`config.mk`:
```
export PLATFORM = sky130hd
export DESIGN_NAME = async_serial_port_with_fifo
export DESIGN_NICKNAME = d
export VERILOG_FILES = /design/src/logic/uart_pkg.sv /design/src/logic/async_serial_port_with_fifo.sv
export VERILOG_INCLUDE_DIRS = /design/src /design/src/logic
export SDC_FILE = /design/constraint.sdc
export NUM_CORES = 1
export LEC_CHECK = 0
export ABC_AREA = 1
export BUFFER_PORTS_ARGS = -buffer_cell sky130_fd_sc_hd__buf_2
export CORE_MARGIN = 2
export CORE_UTILIZATION = 55
export DETAILED_ROUTE_END_ITERATION = 10
export PLACE_DENSITY = 0.73
export REMOVE_ABC_BUFFERS = 1
export SETUP_SLACK_MARGIN = 0.4
export SLEW_MARGIN = 20
export SYNTH_ARGS = -nofsm -noshare
export SYNTH_HDL_FRONTEND = slang
export SYNTH_SLANG_ARGS = --single-unit
```
`constraint.sdc`:
```
create_clock -name core_clk_i -period 15.02 [get_ports core_clk_i]
set_input_delay 2.253 -clock core_clk_i [delete_from_list [all_inputs] [get_ports core_clk_i]]
set_output_delay 2.253 -clock core_clk_i [all_outputs]
set_load 0.01 [all_outputs]
```
`src/logic/uart_defines.svh`:
```
// Register offsets, field positions, reset values and timing counts of the serial port
`ifndef UART_DEFINES_SVH
`define UART_DEFINES_SVH

// ----------------------------------------------------------------
// Register map: index in adr[7:4], alias in adr[3:2]
// ----------------------------------------------------------------
`define IDX_MODE 4'h0
`define IDX_STATUS 4'h1
`define IDX_TXDATA 4'h2
`define IDX_RXDATA 4'h3
`define IDX_BAUD 4'h4
`define ALIAS_PLAIN 2'h0
`define ALIAS_CLR 2'h1
`define ALIAS_SET 2'h2
`define ALIAS_INV 2'h3

// ----------------------------------------------------------------
// Mode register fields
// ----------------------------------------------------------------
`define M_RUN_IN_SLEEP 23
`define M_ACTIVE 22
`define M_CLK_HI 18
`define M_CLK_LO 17
`define M_RUN_ON_OVERFLOW 16
`define M_ENABLE 15
`define M_STOP_IN_IDLE 13
`define M_INFRARED 12
`define M_REQUEST_PIN_MODE 11
`define M_PIN_HI 9
`define M_PIN_LO 8
`define M_WAKE 7
`define M_LOOPBACK 6
`define M_AUTO_BAUD 5
`define M_RX_INVERT 4
`define M_HIGH_SPEED 3
`define M_PDS_HI 2
`define M_PDS_LO 1
`define M_STOP_BITS 0
`define MODE_RESET 32'h0000_0000
`define MODE_WMASK 32'h0087_BBFF

// ----------------------------------------------------------------
// Status register fields
// ----------------------------------------------------------------
`define S_RX_AVAIL 0
`define S_OVERRUN 1
`define S_FRAMING 2
`define S_PARITY 3
`define S_RX_IDLE 4
`define S_ADDR_EN 5
`define S_TX_EMPTY 8
`define S_TX_FULL 9
`define S_TX_EN 10
`define S_RX_EN 12
`define STATUS_RESET 32'h0000_0110

// ----------------------------------------------------------------
// Timing counts in oversampling ticks, and the last auto-baud edge count
// ----------------------------------------------------------------
`define OVS_STD_LAST 4'hF
`define OVS_HIGH_LAST 4'h3
`define OVS_STD_HALF 4'h7
`define OVS_HIGH_HALF 4'h1
`define IR_STD_WIDTH 4'h3
`define IR_HIGH_WIDTH 4'h1
`define AB_LAST_EDGE 3'h3

`endif

```
`src/logic/uart_pkg.sv`:
```
// Types shared by the serial port and its bus
package uart_pkg;

	// Wishbone request from the master
	typedef struct packed {
		logic cyc;
		logic stb;
		logic we;
		logic [7:0] adr;
		logic [3:0] sel;
		logic [31:0] dat;
	} wb_req_type;

	// Wishbone answer from the slave
	typedef struct packed {
		logic ack;
		logic [31:0] dat;
	} wb_rsp_type;

	// Serial pin drive, each with its output enable
	typedef struct packed {
		logic tx;
		logic tx_oe;
		logic request_to_send_out_n;
		logic rts_oe;
		logic baud_clock_output;
		logic bclk_oe;
	} pin_out_type;

	// One received character with its error marks
	typedef struct packed {
		logic [8:0] data;
		logic perr;
		logic ferr;
	} rx_entry_type;

	typedef enum logic [1:0] {
		TX_IDLE = 2'b00, TX_START = 2'b01, TX_DATA = 2'b11, TX_STOP = 2'b10
	} tx_state_type;

	typedef enum logic [1:0] {
		RX_IDLE = 2'b00, RX_START = 2'b01, RX_DATA = 2'b11, RX_STOP = 2'b10
	} rx_state_type;

endpackage

```
`src/logic/async_serial_port_with_fifo.sv`:
```
// Full-duplex asynchronous serial port with buffers, auto-baud and infrared coding
// Operation
// - Run-in-sleep keeps baud generator alive in sleep, only with internal RC source.
// - Read-only activity flag shows the module is running.
// - Clock-source field only decides whether the baud generator stops in sleep.
// - On overrun, receiver keeps running only if run-on-overflow is set.
// - Enable bit hands pins to the port; cleared, pins released and idle.
// - Stop-in-idle halts the module while the device idles.
// - Infrared encoder and decoder sit on the data path when enabled.
// - Request pin is simplex transmit flag or receive flow control.
// - Pin-usage field chooses which pins the port drives.
// - Wake-on-start flags a start bit seen during sleep.
// - Loopback returns the transmit stream to the receiver.
// - Auto-baud measures a 0x55 character, then clears itself.
// - Receive-inversion sets the receive idle level to zero, or to one with infrared on.
// - High-speed bit picks 4x instead of 16x oversampling.
// - Parity/data field picks 9-bit, odd, even or no parity.
// - Stop-select sends two stop bits instead of one.
// - Transmit and receive each have their own 8-entry buffer.
// - Address mode, in the 9-bit format, keeps only characters whose ninth bit is one.
// - Parity, framing, overrun errors; separate transmit and receive events.
// - The oversampling tick (16x baud, or 4x in high-speed) can be driven out.
// - Clear, set and invert aliases sit at +4, +8, +C.
// - Baud register sets the period of a free-running 16-bit timer.
// - Overrun set by hardware; clearing it empties the receive path.
`include "uart_defines.svh"

module async_serial_port_with_fifo #(
	parameter int DEPTH = 8
) (
	// Clock and reset
	input wire logic core_clk_i,
	input wire logic rst_i,
	// Register bus
	input wire uart_pkg::wb_req_type wb_req_i,
	output uart_pkg::wb_rsp_type wb_rsp_o,
	// Device power state
	input wire logic sleep_i,
	input wire logic idle_i,
	// Serial pins
	input wire logic serial_rx_i,
	input wire logic clear_to_send_in_n_i,
	output uart_pkg::pin_out_type pins_o,
	// Events
	output logic tx_event_o,
	output logic rx_event_o,
	output logic wake_o
);
	import uart_pkg::*;

	localparam int PW = $clog2(DEPTH);
	localparam logic [PW:0] FULL = (PW + 1)'(DEPTH);

	if (DEPTH < 2 || DEPTH > 16 || (1 << PW) != DEPTH) begin : g_bad_depth
		$error("DEPTH must be a power of two from 2 to 16");
	end

	// ----------------------------------------------------------------
	// State
	// ----------------------------------------------------------------
	typedef struct packed {
		logic [31:0] mode;
		logic addr_en;
		logic tx_en;
		logic rx_en;
		logic overrun_flag;
		logic [15:0] brg;
		logic [15:0] brg_cnt;
		logic tick;
		tx_state_type tx_st;
		logic [3:0] tx_sub;
		logic [3:0] tx_bit;
		logic [8:0] tx_shift;
		logic tx_stop2;
		logic tx_lvl;
		logic [DEPTH-1:0][8:0] txq;
		logic [PW-1:0] tx_wp;
		logic [PW-1:0] tx_rp;
		logic [PW:0] tx_cnt;
		logic rx_s1;
		logic rx_s2;
		logic cts_s1;
		logic cts_s2;
		logic rx_prev;
		logic [3:0] ir_cnt;
		rx_state_type rx_st;
		logic [3:0] rx_sub;
		logic [3:0] rx_bit;
		logic [8:0] rx_shift;
		rx_entry_type [DEPTH-1:0] rxq;
		logic [PW-1:0] rx_wp;
		logic [PW-1:0] rx_rp;
		logic [PW:0] rx_cnt;
		logic ab_run;
		logic [2:0] ab_edges;
		logic [22:0] ab_cnt;
		wb_rsp_type rsp;
		pin_out_type pins;
		logic tx_event;
		logic rx_event;
		logic wake;
	} state_type;

	state_type st_r;
	state_type st_nxt;
	logic line_w;
	logic fall_w;

	// Byte-lane merge with alias operation
	function automatic logic [31:0] merge(input logic [31:0] cur, input logic [31:0] wd,
			input logic [3:0] sel, input logic [1:0] alias_op);
		logic [31:0] m;
		m = {{8{sel[3]}}, {8{sel[2]}}, {8{sel[1]}}, {8{sel[0]}}} & wd;
		unique case (alias_op)
			`ALIAS_PLAIN: merge = (cur & ~{{8{sel[3]}}, {8{sel[2]}}, {8{sel[1]}},
				{8{sel[0]}}}) | m;
			`ALIAS_CLR: merge = cur & ~m;
			`ALIAS_SET: merge = cur | m;
			`ALIAS_INV: merge = cur ^ m;
		endcase
	endfunction

	// ----------------------------------------------------------------
	// Receive line conditioning
	// ----------------------------------------------------------------
	// loopback, inversion, then infrared pulse stretch
	assign line_w = st_r.mode[`M_LOOPBACK] ? st_r.tx_lvl :
		st_r.mode[`M_INFRARED] ? !((st_r.rx_s2 ^ st_r.mode[`M_RX_INVERT]) ||
		st_r.ir_cnt != 4'h0) : (st_r.rx_s2 ^ st_r.mode[`M_RX_INVERT]);
	assign fall_w = st_r.rx_prev && !line_w;

	// Next-state logic for the whole port
	always_comb begin
		logic on;
		logic run;
		logic [3:0] ovs;
		logic [3:0] half;
		logic [3:0] nb_last;
		logic [1:0] pds;
		logic rx_ok;
		logic push_rx;
		logic pop_rx;
		logic push_tx;
		logic pop_tx;
		logic set_overrun_flag;
		logic clr_overrun_flag;
		logic hit;
		logic [3:0] idx;
		logic [1:0] alias_op;
		logic [31:0] stat;
		logic [31:0] nv;
		rx_entry_type ent;
		logic [22:0] ab_len;
		on = st_r.mode[`M_ENABLE];
		// Count including the closing edge, so a whole number of bit times divides cleanly
		ab_len = st_r.ab_cnt + 23'h00_0001;
		run = 1'b0;
		// high-speed bit picks the 4x sample counts
		ovs = st_r.mode[`M_HIGH_SPEED] ? `OVS_HIGH_LAST : `OVS_STD_LAST;
		half = st_r.mode[`M_HIGH_SPEED] ? `OVS_HIGH_HALF : `OVS_STD_HALF;
		pds = st_r.mode[`M_PDS_HI:`M_PDS_LO];
		// nine shifted bits whenever parity or a ninth bit is sent
		nb_last = (pds == 2'b00) ? 4'h7 : 4'h8;
		rx_ok = 1'b0;
		push_rx = 1'b0;
		pop_rx = 1'b0;
		push_tx = 1'b0;
		pop_tx = 1'b0;
		set_overrun_flag = 1'b0;
		clr_overrun_flag = 1'b0;
		hit = wb_req_i.cyc && wb_req_i.stb && !st_r.rsp.ack;
		idx = wb_req_i.adr[7:4];
		alias_op = wb_req_i.adr[3:2];
		stat = 32'h0000_0000;
		nv = 32'h0000_0000;
		ent = '0;
		st_nxt = st_r;

		// Two-flop synchronisers on the pins
		st_nxt.rx_s1 = serial_rx_i;
		st_nxt.rx_s2 = st_r.rx_s1;
		st_nxt.cts_s1 = clear_to_send_in_n_i;
		st_nxt.cts_s2 = st_r.cts_s1;
		st_nxt.rx_prev = line_w;

		// baud clock alive in sleep only for free or RC source
		run = on && !(idle_i && st_r.mode[`M_STOP_IN_IDLE]) && (!sleep_i ||
			st_r.mode[`M_CLK_HI:`M_CLK_LO] == 2'b11 ||
			(st_r.mode[`M_CLK_HI:`M_CLK_LO] == 2'b10 && st_r.mode[`M_RUN_IN_SLEEP]));
		st_nxt.tick = 1'b0;
		if (!run) begin
			st_nxt.brg_cnt = 16'h0000;
		end else if (st_r.brg_cnt >= st_r.brg) begin
			st_nxt.brg_cnt = 16'h0000;
			st_nxt.tick = 1'b1;
		end else begin
			st_nxt.brg_cnt = st_r.brg_cnt + 16'h0001;
		end

		// infrared decoder stretches a pulse over one bit time
		if ((st_r.rx_s2 ^ st_r.mode[`M_RX_INVERT]) && st_r.mode[`M_INFRARED]) begin
			st_nxt.ir_cnt = ovs;
		end else if (st_r.tick && st_r.ir_cnt != 4'h0) begin
			st_nxt.ir_cnt = st_r.ir_cnt - 4'h1;
		end

		// start edge during sleep raises a wake event
		st_nxt.wake = on && sleep_i && st_r.mode[`M_WAKE] && fall_w;

		// count clocks over the four periods of the sync character
		if (!st_r.mode[`M_AUTO_BAUD] || !on) begin
			st_nxt.ab_run = 1'b0;
		end else if (!st_r.ab_run) begin
			if (fall_w && st_r.rx_st == RX_IDLE) begin
				st_nxt.ab_run = 1'b1;
				st_nxt.ab_edges = 3'h0;
				st_nxt.ab_cnt = 23'h00_0000;
			end
		end else begin
			st_nxt.ab_cnt = ab_len;
			if (fall_w) begin
				st_nxt.ab_edges = st_r.ab_edges + 3'h1;
				if (st_r.ab_edges == `AB_LAST_EDGE) begin
					st_nxt.ab_run = 1'b0;
					st_nxt.mode[`M_AUTO_BAUD] = 1'b0;
					st_nxt.brg = (st_r.mode[`M_HIGH_SPEED] ? ab_len[20:5] :
						ab_len[22:7]) - 16'h0001;
				end
			end
		end

		// ----------------------------------------------------------------
		// Receiver
		// ----------------------------------------------------------------
		// a held overrun blocks new characters unless run-on-overflow
		rx_ok = on && st_r.rx_en && !st_r.mode[`M_AUTO_BAUD] &&
			!(st_r.overrun_flag && !st_r.mode[`M_RUN_ON_OVERFLOW]);
		if (st_r.tick) begin
			unique case (st_r.rx_st)
				RX_IDLE: begin
					if (rx_ok && !line_w) begin
						st_nxt.rx_st = RX_START;
						st_nxt.rx_sub = 4'h0;
					end
				end
				RX_START: begin
					st_nxt.rx_sub = st_r.rx_sub + 4'h1;
					if (st_r.rx_sub == half) begin
						st_nxt.rx_st = line_w ? RX_IDLE : RX_DATA;
						st_nxt.rx_sub = 4'h0;
						st_nxt.rx_bit = 4'h0;
					end
				end
				RX_DATA: begin
					st_nxt.rx_sub = st_r.rx_sub + 4'h1;
					if (st_r.rx_sub == ovs) begin
						st_nxt.rx_sub = 4'h0;
						st_nxt.rx_shift = {line_w, st_r.rx_shift[8:1]};
						st_nxt.rx_bit = st_r.rx_bit + 4'h1;
						if (st_r.rx_bit == nb_last) begin
							st_nxt.rx_st = RX_STOP;
						end
					end
				end
				RX_STOP: begin
					st_nxt.rx_sub = st_r.rx_sub + 4'h1;
					if (st_r.rx_sub == ovs) begin
						st_nxt.rx_st = RX_IDLE;
						// framing and parity checks on the finished character
						ent.ferr = !line_w;
						ent.perr = (pds == 2'b01) ? ^st_r.rx_shift :
							(pds == 2'b10) ? ~^st_r.rx_shift : 1'b0;
						ent.data = (pds == 2'b00) ? {1'b0, st_r.rx_shift[8:1]} :
							(pds == 2'b11) ? st_r.rx_shift : {1'b0, st_r.rx_shift[7:0]};
						// data characters dropped in address mode
						if (!(st_r.addr_en && pds == 2'b11 && !st_r.rx_shift[8])) begin
							// full buffer turns the character into an overrun
							if (st_r.rx_cnt == FULL) begin
								set_overrun_flag = 1'b1;
							end else begin
								push_rx = 1'b1;
							end
						end
					end
				end
			endcase
		end

		// ----------------------------------------------------------------
		// Transmitter
		// ----------------------------------------------------------------
		if (st_r.tick) begin
			unique case (st_r.tx_st)
				TX_IDLE: begin
					// clear-to-send gates a new character only with both flow pins
					if (st_r.tx_cnt != '0 && (st_r.mode[`M_PIN_HI:`M_PIN_LO] != 2'b10 ||
							!st_r.cts_s2)) begin
						pop_tx = 1'b1;
						st_nxt.tx_st = TX_START;
						st_nxt.tx_sub = 4'h0;
						// parity bit rides above the eight data bits
						st_nxt.tx_shift = st_r.txq[st_r.tx_rp];
						if (pds == 2'b00) begin
							st_nxt.tx_shift[8] = 1'b0;
						end else if (pds != 2'b11) begin
							st_nxt.tx_shift[8] = (pds == 2'b01) ? ^st_r.txq[st_r.tx_rp][7:0] :
								~^st_r.txq[st_r.tx_rp][7:0];
						end
					end
				end
				TX_START: begin
					st_nxt.tx_sub = st_r.tx_sub + 4'h1;
					if (st_r.tx_sub == ovs) begin
						st_nxt.tx_st = TX_DATA;
						st_nxt.tx_sub = 4'h0;
						st_nxt.tx_bit = 4'h0;
					end
				end
				TX_DATA: begin
					st_nxt.tx_sub = st_r.tx_sub + 4'h1;
					if (st_r.tx_sub == ovs) begin
						st_nxt.tx_sub = 4'h0;
						st_nxt.tx_shift = {1'b0, st_r.tx_shift[8:1]};
						st_nxt.tx_bit = st_r.tx_bit + 4'h1;
						if (st_r.tx_bit == nb_last) begin
							st_nxt.tx_st = TX_STOP;
							st_nxt.tx_stop2 = 1'b0;
						end
					end
				end
				TX_STOP: begin
					st_nxt.tx_sub = st_r.tx_sub + 4'h1;
					if (st_r.tx_sub == ovs) begin
						st_nxt.tx_sub = 4'h0;
						st_nxt.tx_stop2 = 1'b1;
						if (!st_r.mode[`M_STOP_BITS] || st_r.tx_stop2) begin
							st_nxt.tx_st = TX_IDLE;
						end
					end
				end
			endcase
		end

		// ----------------------------------------------------------------
		// Wishbone slave
		// ----------------------------------------------------------------
		stat[`S_RX_AVAIL] = st_r.rx_cnt != '0;
		stat[`S_OVERRUN] = st_r.overrun_flag;
		stat[`S_FRAMING] = st_r.rxq[st_r.rx_rp].ferr && st_r.rx_cnt != '0;
		stat[`S_PARITY] = st_r.rxq[st_r.rx_rp].perr && st_r.rx_cnt != '0;
		stat[`S_RX_IDLE] = st_r.rx_st == RX_IDLE;
		stat[`S_ADDR_EN] = st_r.addr_en;
		stat[`S_TX_EMPTY] = st_r.tx_cnt == '0 && st_r.tx_st == TX_IDLE;
		stat[`S_TX_FULL] = st_r.tx_cnt == FULL;
		stat[`S_TX_EN] = st_r.tx_en;
		stat[`S_RX_EN] = st_r.rx_en;
		st_nxt.rsp.ack = hit;
		st_nxt.rsp.dat = 32'h0000_0000;
		if (hit && !wb_req_i.we) begin
			unique case (idx)
				`IDX_MODE: st_nxt.rsp.dat = st_r.mode;
				`IDX_STATUS: st_nxt.rsp.dat = stat;
				`IDX_RXDATA: begin
					st_nxt.rsp.dat = {23'h00_0000, st_r.rxq[st_r.rx_rp].data};
					pop_rx = st_r.rx_cnt != '0 && alias_op == `ALIAS_PLAIN;
				end
				`IDX_BAUD: st_nxt.rsp.dat = {16'h0000, st_r.brg};
				default: st_nxt.rsp.dat = 32'h0000_0000;
			endcase
		end
		// mode, status and baud writes go through the alias merge; transmit data is pushed only on the plain address
		if (hit && wb_req_i.we) begin
			unique case (idx)
				`IDX_MODE: begin
					nv = merge(st_r.mode, wb_req_i.dat, wb_req_i.sel, alias_op);
					st_nxt.mode = (st_nxt.mode & ~`MODE_WMASK) | (nv & `MODE_WMASK);
				end
				`IDX_STATUS: begin
					nv = merge(stat, wb_req_i.dat, wb_req_i.sel, alias_op);
					st_nxt.addr_en = nv[`S_ADDR_EN];
					st_nxt.tx_en = nv[`S_TX_EN];
					st_nxt.rx_en = nv[`S_RX_EN];
					clr_overrun_flag = st_r.overrun_flag && !nv[`S_OVERRUN];
				end
				`IDX_TXDATA: begin
					push_tx = alias_op == `ALIAS_PLAIN && wb_req_i.sel[0] &&
						st_r.tx_cnt != FULL && on && st_r.tx_en;
				end
				`IDX_BAUD: begin
					nv = merge({16'h0000, st_r.brg}, wb_req_i.dat, wb_req_i.sel, alias_op);
					st_nxt.brg = nv[15:0];
				end
				default: nv = 32'h0000_0000;
			endcase
		end
		// activity flag follows the running generator, dropped with enable
		st_nxt.mode[`M_ACTIVE] = run && st_nxt.mode[`M_ENABLE];

		// ----------------------------------------------------------------
		// Buffers and flags
		// ----------------------------------------------------------------
		// eight-deep transmit buffer ahead of the shifter
		if (push_tx) begin
			st_nxt.txq[st_r.tx_wp] = {wb_req_i.sel[1] & wb_req_i.dat[8], wb_req_i.dat[7:0]};
			st_nxt.tx_wp = st_r.tx_wp + 1'b1;
		end
		if (pop_tx) begin
			st_nxt.tx_rp = st_r.tx_rp + 1'b1;
		end
		st_nxt.tx_cnt = st_r.tx_cnt + (PW + 1)'(push_tx) - (PW + 1)'(pop_tx);
		// disabled transmitter aborts and empties its buffer
		if (!on || !st_r.tx_en) begin
			st_nxt.tx_st = TX_IDLE;
			st_nxt.tx_cnt = '0;
			st_nxt.tx_rp = st_r.tx_wp;
			st_nxt.tx_wp = st_r.tx_wp;
		end
		if (push_rx) begin
			st_nxt.rxq[st_r.rx_wp] = ent;
			st_nxt.rx_wp = st_r.rx_wp + 1'b1;
		end
		if (pop_rx) begin
			st_nxt.rx_rp = st_r.rx_rp + 1'b1;
		end
		st_nxt.rx_cnt = st_r.rx_cnt + (PW + 1)'(push_rx) - (PW + 1)'(pop_rx);
		// a new overrun beats a clear in the same cycle
		st_nxt.overrun_flag = (st_r.overrun_flag && !clr_overrun_flag) || set_overrun_flag;
		if (clr_overrun_flag && !set_overrun_flag) begin
			st_nxt.rx_cnt = '0;
			st_nxt.rx_rp = st_r.rx_wp;
			st_nxt.rx_wp = st_r.rx_wp;
			st_nxt.rx_st = RX_IDLE;
		end

		// ----------------------------------------------------------------
		// Pin drive and events
		// ----------------------------------------------------------------
		// idle and stop high, start low, data from the shifter
		st_nxt.tx_lvl = (st_nxt.tx_st == TX_START) ? 1'b0 :
			(st_nxt.tx_st == TX_DATA) ? st_nxt.tx_shift[0] : 1'b1;
		// infrared encoder sends a short pulse for each low bit
		st_nxt.pins.tx = st_r.mode[`M_INFRARED] ? (!st_nxt.tx_lvl && st_nxt.tx_sub <
			(st_r.mode[`M_HIGH_SPEED] ? `IR_HIGH_WIDTH : `IR_STD_WIDTH)) : st_nxt.tx_lvl;
		// pins follow enable, transmit enable and pin usage
		st_nxt.pins.tx_oe = on && st_r.tx_en;
		st_nxt.pins.rts_oe = on && (st_r.mode[`M_PIN_HI:`M_PIN_LO] == 2'b01 ||
			st_r.mode[`M_PIN_HI:`M_PIN_LO] == 2'b10);
		st_nxt.pins.bclk_oe = on && st_r.mode[`M_PIN_HI:`M_PIN_LO] == 2'b11;
		st_nxt.pins.baud_clock_output = st_nxt.tick;
		// low while sending in simplex, low while room in flow control
		st_nxt.pins.request_to_send_out_n = st_r.mode[`M_REQUEST_PIN_MODE] ?
			(st_nxt.tx_st == TX_IDLE) : (st_nxt.rx_cnt == FULL);
		// separate transmit and receive event levels
		st_nxt.tx_event = on && st_r.tx_en && st_nxt.tx_cnt != FULL;
		st_nxt.rx_event = st_nxt.rx_cnt != '0 || st_nxt.overrun_flag;
	end

	// State register
	always_ff @(posedge core_clk_i or posedge rst_i) begin
		if (rst_i) begin
			st_r <= '0;
			// Transmit line rests at its idle high level from reset on
			st_r.tx_lvl <= 1'b1;
			st_r.pins.tx <= 1'b1;
		end else begin
			st_r <= st_nxt;
		end
	end

	assign wb_rsp_o = st_r.rsp;
	assign pins_o = st_r.pins;
	assign tx_event_o = st_r.tx_event;
	assign rx_event_o = st_r.rx_event;
	assign wake_o = st_r.wake;
endmodule

```
==> results.yml <==
run_status:
  run_status: "finished, final reports clean"
sta:
  worst-slew-pin-transition_ns: 0.952
  final_hold_viol_count: 0
  timing.final.setup_violations: 0
  fin_crit_ns: 4.82
  maxSlewHeadroom: 0.363
  grt_setup_unrepaired: "false"
  max_clock_freq_mhz: 208
  clock-skew-final_ns: 0.0266
  post-route-period-util: 0.321
  final-max-slew-violation-count: 0
  setup_tns_ns: 0
worst_setup_path:
  worst_path_required_ns: 15.46
  crit_arrival_ns: 5.26
  ff2ff_setup_slack_ns: 10.77
  startpoint_type: "input port"
  endpoint_kind: "flop"
  critical_path_peak_fanout: 13
  critical_path_class: "in -> reg"
clock_tree:
  cts_made_buffers: 38
  clk_path_buf_depth: 3
  cts_setup_buffers: 0
  clkLatencyLatePin_ns: 0.57
  cts_hold_buf: 0
  clkSlewWorstSetupHoldPaths_ns: 0.06
  number_of_clock_sinks_seen_by_cts: 342
  cts_root_buf: "sky130_fd_sc_hd__clkbuf_16"
  cts_tree: "built"
  htree_num_levels: 2
  ctsResizeCount: 0
global_route:
  grt_use_total: 0.291
  maximum_number_of_pins_on_one_net_before_global_route_repair: 109
  grt_overflow: 0
  grt_pass1_vias: 16511
  antenna_found_initial: 1
  grt_pass1_wl_um: 86000
synth:
  synth_cell_types: 63
  synth_largest_type_area_fraction: 0.432
  syn-instance-count: 2495
  yosys_register_bits: 342
  yosys_warnings: 0
  ys_top_cells_by_area: "sky130_fd_sc_hd__dfrtp_1, sky130_fd_sc_hd__nand2_1, sky130_fd_sc_hd__o21ai_0"
  mean_instance_size_in_the_synthesized_netlist_um2: 7.89
  sequential_area_share_after_synthesis: 0.435
  synth_area_leader_cell: "sky130_fd_sc_hd__dfrtp_1"
  synthesis.area_um2: 19700
run:
  cap_violations: 0
die:
  core.rowCount: 69
  die_x_um: 193
  starting_density_of_the_core: 0.556
  die_height_um: 193
  floorplan.io_pins: 95
  floorplan.die_area_um2: 37300
  core_um2: 35400
worst_hold_path:
  hold_path_class: "reg -> reg"
power_and_ir_drop:
  finalPower_uw: 2230
  static-leakage-power_uw: 0.00987
  max-vdd-ir-drop_mv: 0.0739
  p_per_area_nw_per_um2: 105
finish:
  synthToLayoutAreaGrowth_pct: 7.89
  design.final.nets: 2642
  drive_above_1_share: 0.0881
route:
  drcViolationCount: 0
  drt_wl_total_um: 53700
  detailedRoute.firstIterationViolations: 1592
  detail-route-antenna-nets: 0
  detailroute.via_count: 17622
  avgRoutedWirePerCell_um: 18.0
  route.detailed.vias_per_inst: 5.91
  dr.pass1.iters: 6
placement:
  buffer_ports.inserted: 68
  gp_congestion: 0.965
  post-dp-hpwl_um: 37000
flip-flops by register name (all words and copies together) (netlist names), named ones only:
signal      flops
rx_event_o      1
pins_o          6
wb_rsp_o       22
st_nxt          2
st_r          306
wake_o          1
tx_event_o      1
cells in the mapped netlist, drive strengths merged:
cell     instances
a221oi           1
o221ai          21
clkbuf          58
xnor2           11
nand4           21
xor2            23
a22o             1
or2              2
conb             1
and3             1
o21ai          372
a32o             2
fa               2
buf             72
inv            246
o31ai            2
nand3          125
nand2          582
a32oi            1
a22oi            4
o21bai           5
o211ai          26
a31oi            4
dfrtp          340
nor2           232
a21oi          109
o2bb2ai          1
nand3b           3
a311oi           1
ha              92
o21a             3
nor3b            2
a2111oi          6
clkinv           6
o311ai           1
o22ai           57
o2111ai          5
dfstp            2
nor4             7
a211oi          15
nor3            30
worst paths after layout:
check / depth (start not counted) / startpoint / to
max: 16 / wb_req_i[45] / pins_o[3]
min: 0 / st_nxt[193] / st_r[193]
max reg2reg: 15 / st_r[338] / pins_o[3]
min reg2reg: 0 / st_nxt[193] / st_r[193]
max in group asynchronous: 3 / rst_i / st_r[99]
min in group asynchronous: 2 / rst_i / wb_rsp_o[18]
cell type report:
type / count / area (um^2)
antenna: 2 / 5.00
clock buffer: 55 / 1080
clock inverter: 9 / 91.3
fill: 3151 / 14200
inverter: 252 / 963
multi-input combinational: 1781 / 9510
sequential: 342 / 8560
tap: 461 / 577
timing repair buffer: 80 / 438
per-stage QoR:
step	utilization	cells	setup WS, ns	area [um^2]	hold WS [ns]
floorplan	-	2375	3.29	19000	0.331
global placement	0.566	2916	9.64	20000	0.339
detailed placement	0.566	2916	9.74	20000	0.339
CTS	0.599	2980	10.24	21200	0.357
global route	0.600	2981	9.94	21200	0.372
finish	0.600	2982	10.20	21200	0.359
metal layers:
metal  global-route usage  wire, um  vias to the layer above  part of all wire
met3               0.0407      3850                      104             0.072
li1                     -         -                     8340                 -
met4               0.0938      1500                        0             0.028
met2                0.470     25200                      668              0.47
met1                0.405     23200                     8510              0.43
met5                    0         0                        -                 0
cell families (layout without fill, tap and decap cells):
family,Yosys count,in the layout,share of synthesized area
XOR/XNOR,34,34,0.0151
AND/OR/NAND/NOR,1005,1005,0.223
other,1,13,0.000191
AO/OA/AOI/OAI,637,637,0.181
adder cells (fa/ha/maj),94,94,0.0605
buffers and inverters,382,396,0.0843
flip-flops,342,342,0.435
critical path: stages:
cell and delay (ns):
sky130_fd_sc_hd__buf_2 0.07, sky130_fd_sc_hd__inv_1 0.03, sky130_fd_sc_hd__nor2_1 0.08, sky130_fd_sc_hd__nand2_1 0.08, sky130_fd_sc_hd__nor2_1 0.25, sky130_fd_sc_hd__inv_1 0.41, sky130_fd_sc_hd__nor4_2 0.52, sky130_fd_sc_hd__ha_1 0.34
sky130_fd_sc_hd__inv_1 0.06, sky130_fd_sc_hd__ha_1 0.15, sky130_fd_sc_hd__inv_1 0.05, sky130_fd_sc_hd__fa_1 0.47, sky130_fd_sc_hd__nor2_1 0.06, sky130_fd_sc_hd__nor2_1 0.17, sky130_fd_sc_hd__nand4_1 0.10, sky130_fd_sc_hd__o21ai_1 0.16
report_power, final:
| group | switching [uW] | internal (uW) | leakage (uW) |
|---|---|---|---|
| registers | 29.3 | 946 | 0.00450 |
| clock network | 383 | 518 | 0.000576 |
| logic | 245 | 112 | 0.00479 |
| total | 657 | 1580 | 0.00987 |
cells in the final DEF (no fill, tap or decap), drive strengths merged, types with 4 or more instances in the layout:
| cell | count |
|---|---|
| conb | 11 |
| inv | 248 |
| a21oi | 109 |
| a2111oi | 6 |
| a22oi | 4 |
| clkinv | 11 |
| buf | 80 |
| o221ai | 21 |
| nor4 | 7 |
| o2111ai | 5 |
| a31oi | 4 |
| clkbuf | 55 |
| o211ai | 26 |
| nor2 | 232 |
| o22ai | 57 |
| xnor2 | 11 |
| nor3 | 30 |
| nand3 | 125 |
| nand4 | 21 |
| a211oi | 15 |
| ha | 92 |
| o21bai | 5 |
| nand2 | 582 |
| dfrtp | 340 |
| xor2 | 23 |
| o21ai | 372 |
Note: power is estimated with default switching activity, not from simulation.
